`config.mk`:
```
export PLATFORM = sky130hd
export DESIGN_NAME = icf_cache
export DESIGN_NICKNAME = d
export VERILOG_FILES = /design/src/design/icf_cache.v /design/src/design/icf_way.v
export VERILOG_INCLUDE_DIRS = /design/src /design/src/design
export SDC_FILE = /design/constraint.sdc
export NUM_CORES = 2
export LEC_CHECK = 0
export ABC_AREA = 1
export BUFFER_PORTS_ARGS = -buffer_cell sky130_fd_sc_hd__buf_2
export CAP_MARGIN = 10
export CORE_ASPECT_RATIO = 0.6
export CORE_MARGIN = 1.5
export CORE_UTILIZATION = 40
export CTS_BUF_LIST = sky130_fd_sc_hd__clkbuf_8
export DETAILED_ROUTE_END_ITERATION = 8
export PLACE_DENSITY = 0.66
export SLEW_MARGIN = 20
export SYNTH_ARGS = -nofsm -noshare
export SYNTH_HDL_FRONTEND = slang
export SYNTH_SLANG_ARGS = --single-unit
```
`constraint.sdc`:
```
create_clock -name clk_sys -period 11.5 [get_ports clk_sys]
set_input_delay 0.575 -clock clk_sys [delete_from_list [all_inputs] [get_ports clk_sys]]
set_output_delay 0.575 -clock clk_sys [all_outputs]
set_load 0.01 [all_outputs]
```
`src/design/icf_map.vh`:
```
// register map, field positions and reset values of the instruction fetch cache
`ifndef ICF_MAP_VH
`define ICF_MAP_VH

// ********************
// register bus layout
// ********************
`define ICF_AXI_AW        8
`define ICF_REG_CTRL      8'h00
`define ICF_REG_STAT      8'h04
`define ICF_REG_MASK      8'h08
`define ICF_REG_CONF      8'h0C
`define ICF_RESP_OKAY     2'h0
`define ICF_RESP_SLVERR   2'h2

// ********************
// field positions
// ********************
`define ICF_CTRL_FLUSH    0
`define ICF_CTRL_BYPASS   1
`define ICF_ST_FILLERR    0
`define ICF_ST_FLUSHED    1
`define ICF_ST_W          2
`define ICF_CONF_FLD_W    4
`define ICF_CONF_BS_LSB   0
`define ICF_CONF_NB_LSB   4
`define ICF_CONF_AS_LSB   8
`define ICF_CONF_EN_BIT   12

// ********************
// reset values and constants
// ********************
`define ICF_ZERO32        32'h0000_0000
`define ICF_MASK_RST      2'h0
`define ICF_STAT_RST      2'h0
`define ICF_WORD_INC      32'h0000_0004
`define ICF_WORD_SH       2
`define ICF_TMO_DEF       255

`endif

```
`src/design/icf_cache.v`:
```
// instruction fetch cache with block fill, lru ways, fence flush and register slave
// ********************
// ********************
`timescale 1ns/100ps
`include "icf_map.vh"
module icf_cache #(
   parameter CACHE_EN   = 1,
   parameter NUM_BLOCKS = 4,
   parameter BLOCK_SIZE = 64,
   parameter ASSOC      = 1,
   parameter BUS_TMO    = `ICF_TMO_DEF
) (
   // clock and reset
   input  wire                  clk_sys,
   input  wire                  reset_n,
   // core fetch side
   input  wire                  cpu_req,
   input  wire [31:0]           cpu_addr,
   input  wire                  cpu_fence_i,
   output wire                  cpu_ack,
   output wire                  cpu_err,
   output wire [31:0]           cpu_rdata,
   // system bus side
   output wire                  bus_req,
   output wire [31:0]           bus_addr,
   input  wire                  bus_ack,
   input  wire                  bus_err,
   input  wire [31:0]           bus_rdata,
   // register bus, axi4-lite slave
   input  wire [`ICF_AXI_AW-1:0] s_axi_awaddr,
   input  wire                  s_axi_awvalid,
   output wire                  s_axi_awready,
   input  wire [31:0]           s_axi_wdata,
   input  wire [3:0]            s_axi_wstrb,
   input  wire                  s_axi_wvalid,
   output wire                  s_axi_wready,
   output wire [1:0]            s_axi_bresp,
   output wire                  s_axi_bvalid,
   input  wire                  s_axi_bready,
   input  wire [`ICF_AXI_AW-1:0] s_axi_araddr,
   input  wire                  s_axi_arvalid,
   output wire                  s_axi_arready,
   output wire [31:0]           s_axi_rdata,
   output wire [1:0]            s_axi_rresp,
   output wire                  s_axi_rvalid,
   input  wire                  s_axi_rready,
   // interrupt
   output wire                  irq
);

   // ********************
   // geometry
   // ********************
   function integer clog2;
      input integer v;
      integer k;
      begin
         k = 0;
         while ((1 << k) < v) begin
            k = k + 1;
         end
         clog2 = k;
      end
   endfunction

   localparam WAYS   = ASSOC;
   localparam WPB    = BLOCK_SIZE / 4;
   localparam LINES  = NUM_BLOCKS / ASSOC;
   localparam OFS_B  = clog2(WPB);
   localparam IDX_B  = clog2(LINES);
   localparam MEM_B  = OFS_B + IDX_B;
   localparam IDX_W  = (IDX_B < 1) ? 1 : IDX_B;
   localparam MEM_W  = (MEM_B < 1) ? 1 : MEM_B;
   localparam AGE_W  = (clog2(WAYS) < 1) ? 1 : clog2(WAYS);
   localparam TAG_SH = `ICF_WORD_SH + MEM_B;

   localparam [3:0] S_IDLE = 4'h1;
   localparam [3:0] S_FILL = 4'h2;
   localparam [3:0] S_BYP  = 4'h4;
   localparam [3:0] S_RESP = 4'h8;

   // address slices used by lookup and fill
   wire [31:0] mem_mask  = LINES * WPB - 1;
   wire [31:0] line_mask = LINES - 1;
   wire [31:0] ofs_mask  = WPB - 1;
   wire [31:0] blk_mask  = BLOCK_SIZE - 1;
   wire [31:0] tmo_lim   = BUS_TMO;
   wire [31:0] age_top   = WAYS - 1;
   wire [31:0] cpu_mem32 = (cpu_addr >> `ICF_WORD_SH) & mem_mask;
   wire [31:0] cpu_lin32 = (cpu_addr >> (`ICF_WORD_SH + OFS_B)) & line_mask;
   wire [31:0] cpu_tag   = cpu_addr >> TAG_SH;

   // ********************
   // state
   // ********************
   reg [3:0]       state_q;
   reg             ack_q, err_q, req_q, fill_err_q, fence_pend_q;
   reg [31:0]      rdata_q, baddr_q, tmo_q;
   reg [31:0]      vic_q;
   reg [AGE_W-1:0] age_q [0:LINES*WAYS-1];

   wire [31:0] fil_mem32 = (baddr_q >> `ICF_WORD_SH) & mem_mask;
   wire [31:0] fil_lin32 = (baddr_q >> (`ICF_WORD_SH + OFS_B)) & line_mask;
   wire [31:0] fil_word  = (baddr_q >> `ICF_WORD_SH) & ofs_mask;
   wire        beat_done = req_q & (bus_ack | bus_err | (tmo_q == tmo_lim));
   wire        beat_bad  = bus_err | ~bus_ack;         // timeout counts as failure
   wire        fill_last = (fil_word == ofs_mask);

   // register bus state
   reg         byp_q, sw_flush_q, irq_q;
   reg [`ICF_ST_W-1:0] stat_q, mask_q;

   wire        fill_end  = (state_q == S_FILL) & beat_done & fill_last;
   wire        flush_go  = (state_q == S_IDLE) & fence_pend_q;

   // ********************
   // ways
   // ********************
   wire [WAYS-1:0]    way_pres, way_err, way_hit;
   wire [WAYS*32-1:0] way_data;

   genvar w;
   generate
      if (CACHE_EN != 0) begin : g_cache
         for (w = 0; w < WAYS; w = w + 1) begin : g_way
            wire [31:0] tag_w;
            icf_way #(
               .LINES (LINES),
               .WPB   (WPB),
               .IDX_W (IDX_W),
               .MEM_W (MEM_W)
            ) u_way (
               .clk_sys  (clk_sys),
               .reset_n  (reset_n),
               .flush    (flush_go),
               .rd_line  (cpu_lin32[IDX_W-1:0]),
               .rd_mem   (cpu_mem32[MEM_W-1:0]),
               .wr_en    ((state_q == S_FILL) & beat_done & (vic_q == w)),
               .wr_mem   (fil_mem32[MEM_W-1:0]),
               .wr_data  (bus_rdata),
               .tag_we   (fill_end & (vic_q == w)),
               .tag_line (fil_lin32[IDX_W-1:0]),
               .tag_in   (baddr_q >> TAG_SH),
               .tag_err  (fill_err_q | beat_bad),
               .present  (way_pres[w]),
               .err      (way_err[w]),
               .tag      (tag_w),
               .data     (way_data[w*32 +: 32])
            );
            assign way_hit[w] = way_pres[w] & (tag_w == cpu_tag);
         end
      end else begin : g_nocache
         // no storage at all; the fetch path below always takes the bypass
         assign way_pres = {WAYS{1'b0}};
         assign way_err  = {WAYS{1'b0}};
         assign way_hit  = {WAYS{1'b0}};
         assign way_data = {(WAYS*32){1'b0}};
      end
   endgenerate

   // ********************
   // hit select and victim choice
   // ********************
   reg [31:0] hit_way, vic_d, hit_data;
   reg        hit_any, hit_bad;
   integer    k;
   // an empty way is taken first, otherwise the oldest one
   always @* begin
      hit_way  = `ICF_ZERO32;
      vic_d    = `ICF_ZERO32;
      hit_data = `ICF_ZERO32;
      hit_any  = 1'b0;
      hit_bad  = 1'b0;
      for (k = WAYS - 1; k >= 0; k = k - 1) begin
         if (way_hit[k]) begin
            hit_way  = k;
            hit_any  = 1'b1;
            hit_bad  = way_err[k];
            hit_data = way_data[k*32 +: 32];
         end
         if (age_q[cpu_lin32*WAYS + k] == age_top[AGE_W-1:0]) begin
            vic_d = k;
         end
      end
      for (k = WAYS - 1; k >= 0; k = k - 1) begin
         if (!way_pres[k]) begin
            vic_d = k;
         end
      end
   end

   // ********************
   // lru ages
   // ********************
   function [AGE_W-1:0] age_of;
      input integer i;
      integer t;
      begin
         t = i % WAYS;
         age_of = t[AGE_W-1:0];
      end
   endfunction

   wire        touch     = fill_end | ((state_q == S_IDLE) & cpu_req & ~fence_pend_q &
                                       ~byp_q & (CACHE_EN != 0) & hit_any);
   wire [31:0] t_line    = fill_end ? fil_lin32 : cpu_lin32;
   wire [31:0] t_way     = fill_end ? vic_q : hit_way;
   wire [AGE_W-1:0] t_age = age_q[t_line*WAYS + t_way];

   integer i;
   // touched way becomes youngest, younger ones of that line age by one
   always @(posedge clk_sys or negedge reset_n) begin
      if (!reset_n) begin
         for (i = 0; i < LINES*WAYS; i = i + 1) begin
            age_q[i] <= age_of(i);
         end
      end else if (touch) begin
         for (i = 0; i < LINES*WAYS; i = i + 1) begin
            if ((i / WAYS) == t_line) begin
               if ((i % WAYS) == t_way) begin
                  age_q[i] <= {AGE_W{1'b0}};
               end else if (age_q[i] < t_age) begin
                  age_q[i] <= age_q[i] + 1'b1;
               end
            end
         end
      end
   end

   // ********************
   // fetch state machine
   // ********************
   // a pending flush is served before any lookup so no stale word escapes
   always @(posedge clk_sys or negedge reset_n) begin
      if (!reset_n) begin
         state_q      <= S_IDLE;
         ack_q        <= 1'b0;
         err_q        <= 1'b0;
         rdata_q      <= `ICF_ZERO32;
         req_q        <= 1'b0;
         baddr_q      <= `ICF_ZERO32;
         tmo_q        <= `ICF_ZERO32;
         vic_q        <= `ICF_ZERO32;
         fill_err_q   <= 1'b0;
         fence_pend_q <= 1'b0;
      end else begin
         ack_q <= 1'b0;
         err_q <= 1'b0;
         // a new fence wins over the clear of the old one
         fence_pend_q <= (fence_pend_q & ~flush_go) | cpu_fence_i | sw_flush_q;
         tmo_q <= req_q ? tmo_q + 32'h0000_0001 : `ICF_ZERO32;
         case (state_q)
            S_IDLE: begin
               if (fence_pend_q) begin
                  state_q <= S_IDLE;
               end else if (cpu_req & ((CACHE_EN == 0) | byp_q)) begin
                  baddr_q <= (cpu_addr >> `ICF_WORD_SH) << `ICF_WORD_SH;
                  req_q   <= 1'b1;
                  state_q <= S_BYP;
               end else if (cpu_req & hit_any) begin
                  ack_q   <= ~hit_bad;
                  err_q   <= hit_bad;
                  rdata_q <= hit_data;
                  state_q <= S_RESP;
               end else if (cpu_req) begin
                  baddr_q    <= cpu_addr & ~blk_mask;
                  vic_q      <= vic_d;
                  fill_err_q <= 1'b0;
                  req_q      <= 1'b1;
                  state_q    <= S_FILL;
               end
            end
            S_FILL: begin
               if (beat_done) begin
                  req_q      <= 1'b0;
                  fill_err_q <= fill_err_q | beat_bad;
                  if (fill_last) begin
                     state_q <= S_IDLE;                 // relook now hits the new line
                  end else begin
                     baddr_q <= baddr_q + `ICF_WORD_INC;
                  end
               end else if (!req_q) begin
                  req_q <= 1'b1;
               end
            end
            S_BYP: begin
               if (beat_done) begin
                  req_q   <= 1'b0;
                  ack_q   <= ~beat_bad;
                  err_q   <= beat_bad;
                  rdata_q <= bus_rdata;
                  state_q <= S_RESP;
               end
            end
            S_RESP: begin
               // one quiet cycle lets the core drop its request
               state_q <= S_IDLE;
            end
            default: begin
               state_q <= S_IDLE;
            end
         endcase
      end
   end

   assign cpu_ack   = ack_q;
   assign cpu_err   = err_q;
   assign cpu_rdata = rdata_q;
   assign bus_req   = req_q;
   assign bus_addr  = baddr_q;

   // ********************
   // register slave
   // ********************
   reg        awr_q, wr_q, bval_q, arr_q, rval_q, aw_got_q, w_got_q;
   reg [1:0]  bresp_q, rresp_q;
   reg [31:0] rd_q, wdat_q;
   reg [`ICF_AXI_AW-1:0] awa_q;
   reg [3:0]  strb_q;
   reg [31:0] conf_w;

   // one decoder serves both the write and the read path
   function addr_ok;
      input [`ICF_AXI_AW-1:0] a;
      begin
         addr_ok = (a == `ICF_REG_CTRL) | (a == `ICF_REG_STAT) |
                   (a == `ICF_REG_MASK) | (a == `ICF_REG_CONF);
      end
   endfunction

   // the logs are small, so each is cut to its field width on purpose
   localparam [31:0] LG_BS = clog2(BLOCK_SIZE);
   localparam [31:0] LG_NB = clog2(NUM_BLOCKS);
   localparam [31:0] LG_AS = clog2(ASSOC);

   // read-only build description
   always @* begin
      conf_w = `ICF_ZERO32;
      conf_w[`ICF_CONF_BS_LSB +: `ICF_CONF_FLD_W] = LG_BS[`ICF_CONF_FLD_W-1:0];
      conf_w[`ICF_CONF_NB_LSB +: `ICF_CONF_FLD_W] = LG_NB[`ICF_CONF_FLD_W-1:0];
      conf_w[`ICF_CONF_AS_LSB +: `ICF_CONF_FLD_W] = LG_AS[`ICF_CONF_FLD_W-1:0];
      conf_w[`ICF_CONF_EN_BIT] = (CACHE_EN != 0);
   end

   wire do_wr = aw_got_q & w_got_q & ~bval_q;
   wire wr_lo = do_wr & strb_q[0] & addr_ok(awa_q);
   wire [`ICF_ST_W-1:0] ev = {flush_go, fill_end & (fill_err_q | beat_bad)};
   wire [`ICF_ST_W-1:0] clr = (wr_lo & (awa_q == `ICF_REG_STAT)) ?
                              wdat_q[`ICF_ST_W-1:0] : `ICF_STAT_RST;
   wire [`ICF_ST_W-1:0] stat_d = (stat_q & ~clr) | ev;   // event wins over clear

   // address and data may arrive in either order; answer after both
   always @(posedge clk_sys or negedge reset_n) begin
      if (!reset_n) begin
         awr_q <= 1'b1;
         wr_q <= 1'b1;
         aw_got_q <= 1'b0;
         w_got_q <= 1'b0;
         bval_q <= 1'b0;
         bresp_q <= `ICF_RESP_OKAY;
         awa_q <= {`ICF_AXI_AW{1'b0}};
         wdat_q <= `ICF_ZERO32;
         strb_q <= 4'h0;
         arr_q <= 1'b1;
         rval_q <= 1'b0;
         rresp_q <= `ICF_RESP_OKAY;
         rd_q <= `ICF_ZERO32;
         byp_q <= 1'b0;
         sw_flush_q <= 1'b0;
         mask_q <= `ICF_MASK_RST;
         stat_q <= `ICF_STAT_RST;
         irq_q <= 1'b0;
      end else begin
         sw_flush_q <= 1'b0;
         stat_q <= stat_d;
         irq_q  <= |(stat_d & mask_q);
         if (s_axi_awvalid & awr_q) begin
            awa_q    <= s_axi_awaddr;
            aw_got_q <= 1'b1;
            awr_q    <= 1'b0;
         end
         if (s_axi_wvalid & wr_q) begin
            wdat_q  <= s_axi_wdata;
            strb_q  <= s_axi_wstrb;
            w_got_q <= 1'b1;
            wr_q    <= 1'b0;
         end
         if (do_wr) begin
            bval_q  <= 1'b1;
            bresp_q <= addr_ok(awa_q) ? `ICF_RESP_OKAY : `ICF_RESP_SLVERR;
            if (wr_lo & (awa_q == `ICF_REG_CTRL)) begin
               byp_q      <= wdat_q[`ICF_CTRL_BYPASS];
               sw_flush_q <= wdat_q[`ICF_CTRL_FLUSH];
            end
            if (wr_lo & (awa_q == `ICF_REG_MASK)) begin
               mask_q <= wdat_q[`ICF_ST_W-1:0];
            end
         end
         if (bval_q & s_axi_bready) begin
            bval_q   <= 1'b0;
            aw_got_q <= 1'b0;
            w_got_q  <= 1'b0;
            awr_q    <= 1'b1;
            wr_q     <= 1'b1;
         end
         // read path; flush bit reads back as zero
         if (s_axi_arvalid & arr_q) begin
            arr_q   <= 1'b0;
            rval_q  <= 1'b1;
            rresp_q <= addr_ok(s_axi_araddr) ? `ICF_RESP_OKAY : `ICF_RESP_SLVERR;
            case (s_axi_araddr)
               `ICF_REG_CTRL: rd_q <= {30'h0, byp_q, 1'b0};
               `ICF_REG_STAT: rd_q <= {30'h0, stat_q};
               `ICF_REG_MASK: rd_q <= {30'h0, mask_q};
               `ICF_REG_CONF: rd_q <= conf_w;
               default:       rd_q <= `ICF_ZERO32;
            endcase
         end
         if (rval_q & s_axi_rready) begin
            rval_q <= 1'b0;
            arr_q  <= 1'b1;
         end
      end
   end

   assign s_axi_awready = awr_q;
   assign s_axi_wready  = wr_q;
   assign s_axi_bvalid  = bval_q;
   assign s_axi_bresp   = bresp_q;
   assign s_axi_arready = arr_q;
   assign s_axi_rvalid  = rval_q;
   assign s_axi_rresp   = rresp_q;
   assign s_axi_rdata   = rd_q;
   assign irq           = irq_q;

endmodule

```
`src/design/icf_way.v`:
```
// one way of the instruction fetch cache: tags, line flags and instruction words
`timescale 1ns/100ps
module icf_way #(
   parameter LINES = 4,
   parameter WPB   = 16,
   parameter IDX_W = 2,
   parameter MEM_W = 6
) (
   // clock and reset
   input  wire             clk_sys,
   input  wire             reset_n,
   // whole-way invalidate
   input  wire             flush,
   // lookup port
   input  wire [IDX_W-1:0] rd_line,
   input  wire [MEM_W-1:0] rd_mem,
   // fill port
   input  wire             wr_en,
   input  wire [MEM_W-1:0] wr_mem,
   input  wire [31:0]      wr_data,
   input  wire             tag_we,
   input  wire [IDX_W-1:0] tag_line,
   input  wire [31:0]      tag_in,
   input  wire             tag_err,
   // lookup results
   output wire             present,
   output wire             err,
   output wire [31:0]      tag,
   output wire [31:0]      data
);

   reg [31:0]      mem_q [0:LINES*WPB-1];
   reg [31:0]      tag_q [0:LINES-1];
   reg [LINES-1:0] pres_q;
   reg [LINES-1:0] err_q;

   // ********************
   // storage arrays
   // ********************
   // arrays carry no reset; the presence flags alone decide what may hit
   always @(posedge clk_sys) begin
      if (wr_en) begin
         mem_q[wr_mem] <= wr_data;
      end
      if (tag_we) begin
         tag_q[tag_line] <= tag_in;
      end
   end

   // presence and poison flags; a flush wins over a tag write in the same cycle
   always @(posedge clk_sys or negedge reset_n) begin
      if (!reset_n) begin
         pres_q <= {LINES{1'b0}};
         err_q  <= {LINES{1'b0}};
      end else if (flush) begin
         pres_q <= {LINES{1'b0}};
         err_q  <= {LINES{1'b0}};
      end else if (tag_we) begin
         pres_q[tag_line] <= 1'b1;
         err_q[tag_line]  <= tag_err;
      end
   end

   // lookup reads are combinational
   assign present = pres_q[rd_line];
   assign err     = err_q[rd_line];
   assign tag     = tag_q[rd_line];
   assign data    = mem_q[rd_mem];

endmodule

```
==> run summary <==
The HPWL after detailed placement is 151400 microns. The highest net fanout along the worst path is 18. The flow ran to the end, but the final reports show violations. The depth of the worst hold-timing path is 5.

Cell with the biggest individual delay on the critical path: sky130_fd_sc_hd__nor2_4. After floorplanning, the core was sized to cover 232800 sq um. The sequential cells in the finished layout cover a total of 67920 sq um. Setup repair after global routing left no endpoint under its margin. The number of buffer and inverter instances along the worst setup path was 1. The tools report the startpoint of the worst hold path as cpu_addr[8].

Each instance of the synthesized netlist takes up on average 11.34 sq um. Sequential elements use 72.41% of the synthesized area. In this run the worst hold path is classified as in -> reg. The routed layout has 65330 vias.

The die covers 237500 sq um. Dividing the detail-routed via count by the number of cells gives 5.544. By startpoint and endpoint, the worst setup path is classified as reg -> reg. Summing internal, switching and leakage power gives 16.88 mW. The count of clock tree sinks was 2285; the share of the clock period used by the worst path was 42.66%. The maximum root-to-sink buffer count was 4; the top cell type's share of synthesized area was 68.65%. STA classifies the critical path endpoint as a register. The run gives 0 as the count of synthesis-stage warnings from yosys.

The worst hold path terminates at bus_addr[8]. Once the floorplan was initialized, standard cells occupied 40.29% of the core. In this run the vertical extent of the chip is 378.1 microns. After filler insertion, the fill cell instance count of the layout stands at 21170. For this run, the top clock speed supported by timing is 0.2039 GHz.

Counting flops with a built-in enable in the synthesized netlist gives 2144. Ranked by instance count, the synthesized netlist is headed by 2865 x sky130_fd_sc_hd__nand2_1, 2144 x sky130_fd_sc_hd__edfxtp_1, 1886 x sky130_fd_sc_hd__nand3_1. The prevailing post-synth register cell was sky130_fd_sc_hd__edfxtp_1. The cell depth of the worst flop-to-flop path was 12; the number of search-and-repair iterations in the first detailed-routing pass was 9.

Post-route DRC violation count: 6. After the flow finishes, the layout carries non-filler instances totaling 11780. The pin count of the biggest net entering global routing came out at 226. The run gives 59640 as the number of global-route vias before repair. The cell that appears most often on the critical path is sky130_fd_sc_hd__nand2_1. The footprint of the multi-input gates is 23780 sq um. The final layout contains 8556 nets. The clock transition at the register clock pins on the worst setup and hold paths after CTS is 0.08 ns. The final-report max-slew violation count came out at 0.

The average routed wire per standard cell is 23.17 microns. For this design the static power due to leakage is 37.88 nW. The number of failing hold endpoints at the final stage came out at 0. Max-cap violations in this run came to 0. The worst supply voltage drop on vdd came out at 0.1121 mV. The cell row count was 137. The tools report the total routing usage reported by global routing as 22.27%.

The final reports fail on DRC. The detail route stage leaves a number of antenna-violating nets equal to 0. The count of state elements after synthesis is 2285. The endpoint identified for the worst register-to-register timing path is g_cache.g_way[0].u_way.mem_q[5][5].

In this run the tool buffered the top-level ports with 169 buffer cells. The utilization after layout came out at 44.65%. The clock root buffer master is sky130_fd_sc_hd__clkbuf_8. At the placement stage, the worst setup path has a slack of 6.354 ns.

For the setup slack of the most critical reg-to-reg path, the log shows 6.59 ns. Dividing total power by cell area gives a power density of 162.4 nW/um^2. The cell area reported after detailed placement is 98190 sq um. For this run, the slowest stage of the critical path takes 0.95 ns. The clock reaches the later pin of the worst-skew pair after 0.94 ns. From left edge to right edge, the die measures 628.1 microns. The H-tree generated during clock tree synthesis spans 5 levels.

The tools report the wire length of the first global-routing pass as 397500 microns. The number of buffers created by CTS is 314, and the instance count of the mapped netlist is 8273. TritonCTS built the clock tree. The total overflow reported by the global router was 0.

STA classifies the critical path startpoint as a register. The area growth from synthesis to layout is 10.82%. The run gives 0.06247 ns as the worst slack on hold paths. Sorting the synthesized cells by area gives the leading types as sky130_fd_sc_hd__edfxtp_1 69%, sky130_fd_sc_hd__nand2_1 11%, sky130_fd_sc_hd__nand3_1 10%, sky130_fd_sc_hd__dfrtp_1 3.7%, sky130_fd_sc_hd__clkbuf_1 1.6%. For the worst setup path, the data required time is 12.05 ns. Most instantiated library cell after synthesis: sky130_fd_sc_hd__nand2_1.

The tools report the number of antenna violations at the first check in global routing as 9. Setup violations remaining at the end of the flow were counted as 0. The run gives 0.05335 ns as the post-route clock skew. Of the cells placed in the final design, the portion with a size suffix greater than 1 is 8.887%. Broken down by cell family, the worst path's largest delay share belongs to simple AND/OR/NAND/NOR gates. For this block, the initial DRC count from the detailed router was 9651. The run gives 103900 sq um as the final instance area.

After synthesis, the share of flip-flops with an asynchronous set or reset is 6.171%. The total I/O pin count was 236. Once placement completed, the tool counted placed cells totaling 11210. Post-detailed-routing wire length: 273000 microns. After synthesis the cells add up to 93790 sq um. The synthesized design spends more area on one cell type than any other, namely sky130_fd_sc_hd__edfxtp_1. The tools report the routability-driven placement congestion ratio as 0.9469. The arrival time at the worst endpoint is 5.45 ns, and the actual transition at the worst max-transition pin is 1.429 ns. Yosys mapped the design onto 45 distinct sky130hd cell types. The routed design could run at a clock period as short as 4.905 ns. The startpoint of the lowest-slack register-to-register path was tmo_q[0].

The signal on the critical path passes through ha_1 -> nand2_1 -> nor2_2 -> nand2_1 -> nor3_1 -> nand2_1 -> nand2_1 -> nand3_1 -> nor2_1 -> nand3_1 -> nor2_4 -> buf_4. Total negative slack: 0 ns. The worst max-slew margin expressed relative to the limit was 4.718%; the number of buffers inserted to repair setup after CTS was 0.

The final worst-path setup slack came out at 6.595 ns.
[timing repair]
item / CTS / global route
hold endpoints to repair: 105 / 0
hold buffers: 26 / 0
gates resized for setup: 0 / 0
[worst reg2reg max path, stage by stage, from the launching register on]
cell	delay, ns
sky130_fd_sc_hd__dfrtp_1	0.38
sky130_fd_sc_hd__ha_1	0.21
sky130_fd_sc_hd__nand2_1	0.08
sky130_fd_sc_hd__nor2_2	0.24
sky130_fd_sc_hd__nand2_1	0.10
sky130_fd_sc_hd__nor3_1	0.15
sky130_fd_sc_hd__nand2_1	0.21
sky130_fd_sc_hd__nand2_1	0.21
sky130_fd_sc_hd__nand3_1	0.29
sky130_fd_sc_hd__nor2_1	0.40
sky130_fd_sc_hd__nand3_1	0.80
sky130_fd_sc_hd__nor2_4	0.95
sky130_fd_sc_hd__buf_4	0.50
[flip-flops by register name, summed over array words and instances, names as in the netlist, 2 cells and up]
signal / count
wdat_q: 2
g_cache.g_way.u_way.err_q: 4
stat_q: 2
awa_q: 8
state_q: 4
bus_addr: 30
cpu_rdata: 32
g_cache.g_way.u_way.tag_q: 96
mask_q: 2
tmo_q: 32
s_axi_rdata: 3
g_cache.g_way.u_way.mem_q: 2048
g_cache.g_way.u_way.pres_q: 4
[how the worst max path moves through the flow]
stage          cells after the start   startpoint  slack [ns]                                   end
3_5_place_dp                      14  cpu_addr[2]        6.35                         cpu_rdata[12]
5_1_grt                           12     tmo_q[0]        6.56    g_cache.g_way[0].u_way.mem_q[5][5]
2_1_floorplan                      9     tmo_q[0]        7.61   g_cache.g_way[0].u_way.mem_q[31][0]
3_3_place_gp                      14  cpu_addr[2]        6.39                          cpu_rdata[5]
6_report                          12     tmo_q[0]        6.59    g_cache.g_way[0].u_way.mem_q[5][5]
4_1_cts                           12     tmo_q[0]        6.83  g_cache.g_way[0].u_way.mem_q[11][15]
[routing by layer]
| layer | routed length, microns | global-route usage [%] |
|---|---|---|
| met1 | 119600 | 34.46 |
| met2 | 114000 | 31.38 |
| met3 | 33430 | 5.199 |
| met4 | 6008 | 5.376 |
| met5 | 23 | 0 |
[cell type report]
cell class / instances / area share, %
Sequential cell: 2285 / 65.34
Multi-Input combinational cell: 5352 / 22.88
Clock buffer: 324 / 4.290
Tap cell: 3127 / 3.764
Timing Repair Buffer: 337 / 2.228
Clock inverter: 218 / 0.9607
Inverter: 137 / 0.5237
Antenna cell: 4 / 0.009631
[power by group]
part / switching [mW] / internal [mW] / total, mW
Clock: 3.08 / 2.67 / 5.75
Sequential: 0.217 / 9.25 / 9.47
Combinational: 1.25 / 0.409 / 1.66
[logic make-up after synthesis]
logic type,after synthesis,share of synthesized area [%]
and+or+nand+nor,5083,23.21
DFF,2285,72.41
buffers and inverters,666,2.884
other,1,0.003998
xor gates and xnor gates,23,0.2148
AOI/OAI and AO/OA,213,1.247
adders and majority gates,2,0.02668
[cell usage in the layout (no fill, tap or decap), types with 3 or more instances in the layout]
cell type                          n
sky130_fd_sc_hd__edfxtp_1       2144
sky130_fd_sc_hd__clkinv_1         76
sky130_fd_sc_hd__buf_8             3
sky130_fd_sc_hd__inv_2             3
sky130_fd_sc_hd__inv_1           229
sky130_fd_sc_hd__o211ai_1         12
sky130_fd_sc_hd__a21oi_1          79
sky130_fd_sc_hd__inv_8             5
sky130_fd_sc_hd__nor2_1          130
sky130_fd_sc_hd__nand4_1          58
sky130_fd_sc_hd__o31ai_1           4
sky130_fd_sc_hd__buf_6             3
sky130_fd_sc_hd__inv_6             6
sky130_fd_sc_hd__buf_4           144
sky130_fd_sc_hd__conb_1           31
sky130_fd_sc_hd__xnor2_1           6
sky130_fd_sc_hd__dlygate4sd3_1    26
sky130_fd_sc_hd__clkbuf_8        324
sky130_fd_sc_hd__dfstp_2           4
sky130_fd_sc_hd__clkinvlp_4        8
sky130_fd_sc_hd__nand3b_1         10
sky130_fd_sc_hd__nor2_2            8
sky130_fd_sc_hd__o21ai_0          83
sky130_fd_sc_hd__buf_2           155
sky130_fd_sc_hd__nand3_1        1885
sky130_fd_sc_hd__nand2_1        2865
sky130_fd_sc_hd__xor2_1           17
sky130_fd_sc_hd__clkinv_2         22
sky130_fd_sc_hd__nor3_1           37
sky130_fd_sc_hd__nor4_1           14
sky130_fd_sc_hd__a31oi_1           3
sky130_fd_sc_hd__o22ai_1          25
sky130_fd_sc_hd__diode_2           4
sky130_fd_sc_hd__dfrtp_1         137
sky130_fd_sc_hd__nor2_4           65
sky130_fd_sc_hd__buf_12            6
Power figures use the tool's default switching activity.
